--- src/common/ovsr_pkg.sv ---
package ovsr_pkg;

    // ----------------------------------------
    // Command codes
    // ----------------------------------------
    localparam logic [7:0] OVSR_CODE_FORMAT = 8'h20;
    localparam logic [7:0] OVSR_CODE_SETPOINT = 8'h21;
    localparam logic [7:0] OVSR_CODE_UPPER = 8'h24;

    // ----------------------------------------
    // Format byte layout
    // ----------------------------------------
    localparam int OVSR_FMT_MODE_LSB = 5;
    localparam logic [2:0] OVSR_FMT_MODE = 3'h0;
    localparam logic [4:0] OVSR_FMT_EXP = 5'h17;
    localparam logic [7:0] OVSR_FMT_VALUE = {OVSR_FMT_MODE, OVSR_FMT_EXP};

    // ----------------------------------------
    // Reset values and absolute bounds
    // ----------------------------------------
    localparam logic [15:0] OVSR_SP_RESET = 16'h0133;
    localparam logic [15:0] OVSR_SP_ABS_MAX = 16'h0B00;
    localparam logic [15:0] OVSR_MAX_R1 = 16'h034D;
    localparam logic [15:0] OVSR_UL_RESET = OVSR_MAX_R1;

    // ----------------------------------------
    // Divider ratio mantissas, exponent -2
    // ----------------------------------------
    localparam logic [2:0] OVSR_RATIO_ONE = 3'h4;
    localparam logic [2:0] OVSR_RATIO_HALF = 3'h2;
    localparam logic [2:0] OVSR_RATIO_QTR = 3'h1;
    localparam int OVSR_RATIO_SHIFT = 2;

    // ----------------------------------------
    // Per-ratio ranges in counts
    // ----------------------------------------
    localparam logic [15:0] OVSR_SP_MIN_R1 = 16'h00B3;
    localparam logic [15:0] OVSR_SP_MIN_R2 = 16'h0166;
    localparam logic [15:0] OVSR_SP_MIN_R4 = 16'h02CC;
    localparam logic [15:0] OVSR_MAX_R2 = 16'h069A;
    localparam logic [15:0] OVSR_UL_MIN_R1 = 16'h011A;
    localparam logic [15:0] OVSR_UL_MIN_R2 = 16'h0234;
    localparam logic [15:0] OVSR_UL_MIN_R4 = 16'h0468;
    localparam logic [15:0] OVSR_UL_MAX_R4 = 16'h0C00;

    // ----------------------------------------
    // Carriers
    // ----------------------------------------
    typedef struct packed {
        logic wr;
        logic rd;
        logic [7:0] code;
        logic [15:0] wdata;
    } ovsr_req_t;

    typedef struct packed {
        logic ack;
        logic nack;
        logic [15:0] rdata;
    } ovsr_rsp_t;

    typedef struct packed {
        logic invalid_command_flag;
        logic ivd;
        logic cml;
        logic other_fault_flag;
        logic voltage_fault_warning_flag;
        logic vout_warn;
        logic alert;
    } ovsr_evt_t;

    // Range decoders, unknown ratios fall back to ratio one
    function automatic logic [15:0] ovsr_sp_min(input logic [2:0] r);
        return (r == OVSR_RATIO_HALF) ? OVSR_SP_MIN_R2 :
               (r == OVSR_RATIO_QTR) ? OVSR_SP_MIN_R4 : OVSR_SP_MIN_R1;
    endfunction : ovsr_sp_min

    function automatic logic [15:0] ovsr_sp_max(input logic [2:0] r);
        return (r == OVSR_RATIO_HALF) ? OVSR_MAX_R2 :
               (r == OVSR_RATIO_QTR) ? OVSR_SP_ABS_MAX : OVSR_MAX_R1;
    endfunction : ovsr_sp_max

    function automatic logic [15:0] ovsr_ul_min(input logic [2:0] r);
        return (r == OVSR_RATIO_HALF) ? OVSR_UL_MIN_R2 :
               (r == OVSR_RATIO_QTR) ? OVSR_UL_MIN_R4 : OVSR_UL_MIN_R1;
    endfunction : ovsr_ul_min

    function automatic logic [15:0] ovsr_ul_max(input logic [2:0] r);
        return (r == OVSR_RATIO_HALF) ? OVSR_MAX_R2 :
               (r == OVSR_RATIO_QTR) ? OVSR_UL_MAX_R4 : OVSR_MAX_R1;
    endfunction : ovsr_ul_max

endpackage : ovsr_pkg

--- src/rtl/ovsr_target_calc.sv ---
`timescale 1ns/10ps
module ovsr_target_calc (
    input wire logic [15:0] setpoint_in,
    input wire logic [15:0] upper_in,
    input wire logic [15:0] lower_in,
    input wire logic [1:0] op_margin_in,
    input wire logic [15:0] trim_in,
    input wire logic [15:0] margin_up_step_in,
    input wire logic [15:0] margin_down_step_in,
    input wire logic [2:0] scale_mant_in,
    output logic [15:0] target_out,
    output logic [15:0] ref_out,
    output logic viol_out
);
    import ovsr_pkg::*;

    logic signed [18:0] sum;
    logic [15:0] clamped;
    logic [18:0] prod;

    // ----------------------------------------
    // Effective target, trim is signed counts
    // ----------------------------------------
    always_comb begin
        sum = 19'(signed'({3'b000, setpoint_in}));
        sum = sum + 19'(signed'(trim_in)); // RULE12
        if (op_margin_in == 2'b10) begin
            sum = sum + 19'(signed'({3'b000, margin_up_step_in}));
        end else if (op_margin_in == 2'b01) begin
            sum = sum - 19'(signed'({3'b000, margin_down_step_in}));
        end
        // Saturate so a deep negative trim cannot wrap high
        if (sum < 0) begin
            target_out = 16'h0000;
        end else if (sum > 19'sh0FFFF) begin
            target_out = 16'hFFFF;
        end else begin
            target_out = sum[15:0];
        end
    end

    // Conflicting limits resolve to the upper one
    always_comb begin
        viol_out = 1'b1;
        if (upper_in <= lower_in) begin
            clamped = upper_in; // RULE14
        end else if (target_out > upper_in) begin
            clamped = upper_in; // RULE12
        end else if (target_out < lower_in) begin
            clamped = lower_in; // RULE18
        end else begin
            clamped = target_out;
            viol_out = 1'b0;
        end
    end

    // Reference in counts scaled by the divider ratio
    assign prod = 19'(clamped) * 19'(scale_mant_in); // RULE13
    assign ref_out = prod[15 + OVSR_RATIO_SHIFT:OVSR_RATIO_SHIFT];

endmodule : ovsr_target_calc

--- src/rtl/ovsr_regs.sv ---
// Behaviour
// RULE1 - Format byte: three-bit mode, five-bit exponent
// RULE2 - Format mode field always reads 000
// RULE3 - Format exponent field always reads 10111
// RULE4 - Host writes never change format fields
// RULE5 - Loop slave: NACK, invalid command, alert
// RULE6 - Store-all command saves the setpoint
// RULE7 - Setpoint and limit are unsigned mantissas
// RULE8 - Setpoint range follows the divider ratio
// RULE9 - Setpoint above 2816 rejected as invalid
// RULE10 - Setpoint beyond a limit replaced by it
// RULE11 - Setpoint resets to 0x0133
// RULE12 - Upper limit bounds every target change; code clamps the reference only, not the effective target output
// RULE13 - Reference ceiling is limit times ratio
// RULE14 - Clamp to upper product, upper dominates
// RULE15 - Violation sets other, warning flags, alert
// RULE16 - Upper limit defaults 845, accepts 282-845
// RULE17 - Ratio is 1, 0.5 or 0.25
// RULE18 - Lower limit bounds every target change; code clamps the reference only, not the effective target output
// RULE19 - Reference recomputed within one cycle
`timescale 1ns/10ps
module ovsr_regs (
    input wire logic clk_sys_in,
    input wire logic rst_n_in,
    input wire ovsr_pkg::ovsr_req_t req_in,
    output ovsr_pkg::ovsr_rsp_t rsp_out,
    input wire logic loop_slave_in,
    input wire logic output_on_in,
    input wire logic [2:0] scale_mant_in,
    input wire logic [15:0] lower_limit_in,
    input wire logic [1:0] op_margin_in,
    input wire logic [15:0] trim_in,
    input wire logic [15:0] margin_up_step_in,
    input wire logic [15:0] margin_down_step_in,
    input wire logic store_all_in,
    output ovsr_pkg::ovsr_evt_t evt_out,
    output logic nvm_store_out,
    output logic [15:0] nvm_data_out,
    output logic [15:0] setpoint_out,
    output logic [15:0] upper_limit_out,
    output logic [15:0] effective_voltage_target_out,
    output logic [15:0] ref_out,
    output logic clamp_active_out
);
    import ovsr_pkg::*;

    // ----------------------------------------
    // State
    // ----------------------------------------
    logic [15:0] sp_q, sp_d;
    logic [15:0] ul_q, ul_d;
    ovsr_rsp_t rsp_q, rsp_d;
    ovsr_evt_t evt_q, evt_d;
    logic store_q, store_d;
    logic [15:0] nvm_q, nvm_d;
    logic [15:0] ref_q, ref_d;
    logic [15:0] tgt_q, tgt_d;
    logic viol_q, viol_d;

    logic hit;
    logic access;
    logic [15:0] calc_tgt;
    logic [15:0] calc_ref;
    logic calc_viol;
    logic viol_rise;
    logic [2:0] ratio;

    // ----------------------------------------
    // Decode
    // ----------------------------------------
    // Unknown ratio codes are refused upstream; treat as one here
    assign ratio = (scale_mant_in == OVSR_RATIO_HALF ||
                    scale_mant_in == OVSR_RATIO_QTR) ?
                   scale_mant_in : OVSR_RATIO_ONE; // RULE17
    assign access = req_in.wr | req_in.rd;
    assign hit = access && (req_in.code == OVSR_CODE_FORMAT ||
                            req_in.code == OVSR_CODE_SETPOINT ||
                            req_in.code == OVSR_CODE_UPPER);

    // ----------------------------------------
    // Target and reference
    // ----------------------------------------
    ovsr_target_calc u_calc (
        .setpoint_in(sp_q),
        .upper_in(ul_q),
        .lower_in(lower_limit_in),
        .op_margin_in(op_margin_in),
        .trim_in(trim_in),
        .margin_up_step_in(margin_up_step_in),
        .margin_down_step_in(margin_down_step_in),
        .scale_mant_in(ratio),
        .target_out(calc_tgt),
        .ref_out(calc_ref),
        .viol_out(calc_viol)
    );

    // Only a fresh violation is reported, not every cycle of it
    assign viol_rise = calc_viol & ~viol_q;

    // ----------------------------------------
    // Command handling
    // ----------------------------------------
    // A write wins over a read in the same request
    always_comb begin
        sp_d = sp_q;
        ul_d = ul_q;
        rsp_d = '0;
        evt_d = '0;
        if (hit && loop_slave_in) begin
            // Access refused, nothing is stored
            rsp_d.nack = 1'b1; // RULE5
            evt_d.invalid_command_flag = 1'b1; // RULE5
            evt_d.cml = 1'b1;
        end else if (hit) begin
            case (req_in.code)
                OVSR_CODE_FORMAT: begin
                    // Writes are acknowledged but discarded
                    rsp_d.ack = 1'b1; // RULE4
                    if (!req_in.wr) begin
                        rsp_d.rdata = {8'h00, OVSR_FMT_VALUE}; // RULE1 RULE2 RULE3
                    end
                end
                OVSR_CODE_SETPOINT: begin
                    if (!req_in.wr) begin
                        rsp_d.ack = 1'b1;
                        rsp_d.rdata = sp_q; // RULE7
                    end else if (req_in.wdata > OVSR_SP_ABS_MAX ||
                                 req_in.wdata > ovsr_sp_max(ratio) ||
                                 req_in.wdata < ovsr_sp_min(ratio)) begin
                        rsp_d.nack = 1'b1; // RULE8 RULE9
                        evt_d.ivd = 1'b1; // RULE9
                        evt_d.cml = 1'b1; // RULE9
                    end else begin
                        rsp_d.ack = 1'b1;
                        if (req_in.wdata > ul_q) begin
                            sp_d = ul_q; // RULE10
                        end else if (req_in.wdata < lower_limit_in) begin
                            sp_d = lower_limit_in; // RULE10
                        end else begin
                            sp_d = req_in.wdata;
                        end
                    end
                end
                OVSR_CODE_UPPER: begin
                    if (!req_in.wr) begin
                        rsp_d.ack = 1'b1;
                        rsp_d.rdata = ul_q;
                    end else if (req_in.wdata > ovsr_ul_max(ratio) ||
                                 req_in.wdata < ovsr_ul_min(ratio)) begin
                        rsp_d.nack = 1'b1; // RULE16
                        evt_d.ivd = 1'b1;
                        evt_d.cml = 1'b1;
                    end else begin
                        rsp_d.ack = 1'b1;
                        ul_d = req_in.wdata; // RULE16
                    end
                end
                default: begin
                    rsp_d = '0;
                end
            endcase
        end
        // Limit violation flags only count while the output runs
        if (viol_rise && output_on_in) begin
            evt_d.other_fault_flag = 1'b1; // RULE15
            evt_d.voltage_fault_warning_flag = 1'b1; // RULE15
            evt_d.vout_warn = 1'b1; // RULE15
        end
        evt_d.alert = evt_d.invalid_command_flag | evt_d.ivd |
                      evt_d.other_fault_flag; // RULE5 RULE15
    end

    // ----------------------------------------
    // Store and reference update
    // ----------------------------------------
    // Setpoint snapshot travels with the store pulse
    always_comb begin
        store_d = store_all_in; // RULE6
        nvm_d = store_all_in ? sp_q : nvm_q; // RULE6
        ref_d = calc_ref; // RULE19
        tgt_d = calc_tgt; // RULE19
        viol_d = calc_viol;
    end

    // ----------------------------------------
    // Registers
    // ----------------------------------------
    always_ff @(posedge clk_sys_in or negedge rst_n_in) begin
        if (!rst_n_in) begin
            sp_q <= OVSR_SP_RESET; // RULE11
            ul_q <= OVSR_UL_RESET; // RULE16
            rsp_q <= '0;
            evt_q <= '0;
            store_q <= 1'b0;
            nvm_q <= '0;
            ref_q <= '0;
            tgt_q <= '0;
            viol_q <= 1'b0;
        end else begin
            sp_q <= sp_d;
            ul_q <= ul_d;
            rsp_q <= rsp_d;
            evt_q <= evt_d;
            store_q <= store_d;
            nvm_q <= nvm_d;
            ref_q <= ref_d;
            tgt_q <= tgt_d;
            viol_q <= viol_d;
        end
    end

    // ----------------------------------------
    // Outputs
    // ----------------------------------------
    assign rsp_out = rsp_q;
    assign evt_out = evt_q;
    assign nvm_store_out = store_q;
    assign nvm_data_out = nvm_q;
    assign setpoint_out = sp_q;
    assign upper_limit_out = ul_q;
    assign effective_voltage_target_out = tgt_q;
    assign ref_out = ref_q;
    assign clamp_active_out = viol_q; // RULE14

    // Helper: ceiling of the reference for the current limit
    logic [18:0] lim_prod;
    assign lim_prod = 19'(ul_q) * 19'(ratio);
endmodule : ovsr_regs

--- config.mk ---
export PLATFORM = sky130hd
export DESIGN_NAME = ovsr_regs
export DESIGN_NICKNAME = d
export VERILOG_FILES = /design/src/common/ovsr_pkg.sv /design/src/rtl/ovsr_target_calc.sv /design/src/rtl/ovsr_regs.sv
export SDC_FILE = /design/constraint.sdc
export NUM_CORES = 1
export LEC_CHECK = 0
export BUFFER_PORTS_ARGS = -buffer_cell sky130_fd_sc_hd__buf_2
export CORE_MARGIN = 2
export CORE_UTILIZATION = 55
export DETAILED_ROUTE_END_ITERATION = 7
export PLACE_DENSITY = 0.79
export SYNTH_ARGS = -nofsm -noshare
export SYNTH_HDL_FRONTEND = slang
export SYNTH_SLANG_ARGS = --single-unit
--- constraint.sdc ---
create_clock -name clk_sys_in -period 15.7 [get_ports clk_sys_in]
set_input_delay 1.57 -clock clk_sys_in [delete_from_list [all_inputs] [get_ports clk_sys_in]]
set_output_delay 1.57 -clock clk_sys_in [all_outputs]
set_load 0.005 [all_outputs]
==> metrics <==
top post-synthesis cells by count=ha_1 (173), nor2_1 (113), nand2_1 (106); largest area contributor in the netlist=dfrtp_1; most frequent cell after synthesis=ha_1; Reg2Reg Depth=44; Root Driver=clkbuf_16; final-report max-slew violation count=0; Reg-to-Reg End=ref_out[15]; port bufs=206; Die Ht=146.4 microns; synthesis-to-layout area growth=14.11%; Die W=146.4 microns; die area=21,430 sq um; crit share post-route=75.11%; Clk Latency, worst-skew pair=0.37 ns; Crit-path slowest cell=o31ai_4; final setup fails=0; worst relative slew slack=15.47%; CTS Buffer Depth=2; HP Class=reg2reg; post_cts resized=0; M3 GR Usage=5.188%; worst clock skew=0.01112 ns; Pre-antenna DRT Iters=6; Critical R2R Launch=setpoint_out[0]; Inserted Diodes=0; Starting DRT DRC Count=974; routed length per instance=19.60 microns; CTS tree=yes; drt drc=0; Power Dens Cells=61.13 nW/um^2; postcts setup bufs=0; count of maximum capacitance violations=0; CP max FO=18; Max Freq=0.08480 GHz; ratio of cells with drive above 1 in the final layout=19.48%; Netlist Area Pre-Place=11,150 sq um; #FFs+latches synth=104; Area contributors post-synth=dfrtp_1 (21%), ha_1 (19%), a21oi_1 (4.3%), nor2_1 (3.8%), nand2_1 (3.6%); hold_buf cts=0; Max IR drop VDD=58.64 uV; first-pass GRT wire length=54,940 microns; Hold Violations, Final=0; Syn Area/Cell=8.500 sq um; CP startpoint kind=input port; largest net degree at the start of global routing=66; # IOs=207; Clock Sinks=104; Overflow after GRT=0; Yosys cell types=86; initial core utilization=55.65%; number of enable flip-flop cells after synthesis=0; met1 Use GR=47.13%; Post-DP HPWL=27,790 microns; clock transition at the registers of the reported paths=0.07 ns; vias in the first global route=10,220; global placer's final weighted congestion=1.012; WP data arrival=12.07 ns; CP endpoint kind=register; H-tree depth=3; outcome=complete, no violations; CTS buffer count=9; synthesized instance count=1,312; Overall Global Routing Usage=32.52%; Hold Crit Start=nvm_data_out[0]; setup tns final=0 ns; crit-path most repeated cell=a21oi_1; layer with the highest usage=met2; YS warnings=0; required time of the critical path=15.98 ns; Mapped Nets=1,603; drt total wl=34,770 microns; RSZ-0062 raised after global routing=no; Worst-Margin Slew=1.258 ns; Synth top area share=20.87%; Crit path largest cell delay=0.74 ns; total power=777.9 uW; Core ar.=20,040 sq um; antenna-violating nets left=0; fin nets=1,790; GRT met2 Usage=48.75%; LEAKAGE=0.006546 uW; Util after Layout=63.51%; register area share after synthesis=23.46%; fraction of registers with async set/reset=100.0%; Top FF cell, synth=dfrtp_1; Rows=52; initial antenna violation count=0; routed vias=10,850; Hold EP=nvm_data_out[0]; via/cell ratio=6.118; Fillers=1,804; worst reg-to-reg setup slack=4.50 ns; Setup CP Type=in2reg; Period minus WS final=11.79 ns; hold path depth=1
-- flip-flops by register name, indices dropped and copies added (netlist names) --
signal / flops
clamp_active_out: 1
evt_out: 5
upper_limit_out: 16
ref_out: 16
nvm_store_out: 1
nvm_data_out: 16
setpoint_out: 16
rsp_out: 17
effective_voltage_target_out: 16
-- critical path, delay by kind of cell --
kind / cells / cell delay, ns
AOI/OAI and AO/OA: 24 / 5.44
xor gates and xnor gates: 3 / 0.81
adders and majority gates: 6 / 2.09
buffers and inverters: 3 / 0.21
muxes: 1 / 0.30
and+or+nand+nor: 8 / 1.65
-- power by group --
| part | internal [uW] | total (uW) | switching [uW] |
|---|---|---|---|
| Sequential | 273 | 277 | 3.19 |
| Combinational | 99.4 | 253 | 154 |
| Clock | 129 | 248 | 120 |
-- worst max path at each step --
stage	start	end	slack, ns	cells after the start
final	trim_in[0]	ref_out[15]	3.91	45
after global routing	trim_in[0]	ref_out[14]	3.16	44
after global placement	trim_in[0]	ref_out[15]	4.05	45
after detailed placement	trim_in[0]	ref_out[15]	3.83	44
after floorplan	trim_in[0]	ref_out[15]	5.00	45
after CTS	trim_in[0]	ref_out[15]	4.15	44
-- logic make-up after synthesis --
group | count (synthesis) | synth area share [%]
flip-flops | 104 | 23.46
other | 1 | 0.03363
adder cells (fa/ha/maj) | 191 | 22.64
buffers and inverters | 139 | 4.869
AND/OR/NAND/NOR | 398 | 17.19
AO/OA/AOI/OAI | 380 | 23.08
multiplexers | 54 | 5.195
XOR/XNOR | 45 | 3.534
-- per-stage QoR --
stage	std cells	worst slack (ns)	area (sq um)	hold WS (ns)
finish	1774	3.908	12730	0.5023
global route	1774	3.155	12730	0.5213
CTS	1774	4.149	12730	0.5091
detailed placement	1758	3.833	12410	0.4907
global placement	1758	4.051	12410	0.4846
floorplan	1312	4.996	11150	0.5021
-- cell usage in the layout, fill, tap and decap left out, types with 5 or more instances in the layout --
cell type / Yosys / routed
nand2_1: 106 / 106
dfstp_2: 11 / 11
or3_1: 9 / 9
o31ai_1: 5 / 5
and3_1: 12 / 12
fa_1: 18 / 18
buf_2: 2 / 205
o21bai_1: 12 / 12
a31oi_1: 13 / 13
and2_1: 10 / 10
xnor2_1: 35 / 35
nand4_1: 13 / 13
a21boi_0: 5 / 5
a21oi_1: 96 / 96
inv_1: 102 / 102
o211ai_1: 34 / 34
nand3_1: 43 / 43
mux2i_1: 23 / 23
o21a_1: 24 / 24
nor4_1: 7 / 7
nor2b_1: 16 / 16
a211o_1: 7 / 7
nor3_1: 26 / 26
xor2_1: 10 / 10
mux2_2: 31 / 31
o21ai_0: 60 / 60
nand2b_1: 15 / 15
a211oi_1: 13 / 13
ha_1: 173 / 173
a22oi_1: 16 / 16
nor2_1: 113 / 113
a21o_1: 40 / 40
clkbuf_16: 0 / 9
dfrtp_1: 93 / 93
-- cell type report --
class	count	area (sq um)	share of cell area (%)
multi-input combinational	1069	8000	62.86
sequential	104	2616	20.56
timing repair buffer	209	1056	8.298
inverter	106	397.9	3.127
tap	270	337.8	2.655
clock buffer	9	225.2	1.770
clock inverter	7	92.59	0.7276
-- layer usage --
metal  vias to the layer above  part of all wire [%]
met1                      5058                    45
met5                         -                     0
met3                        80                   8.8
met4                         0                   4.0
li1                       5155                     -
met2                       561                    43
Note: power is estimated with default switching activity, not from simulation.
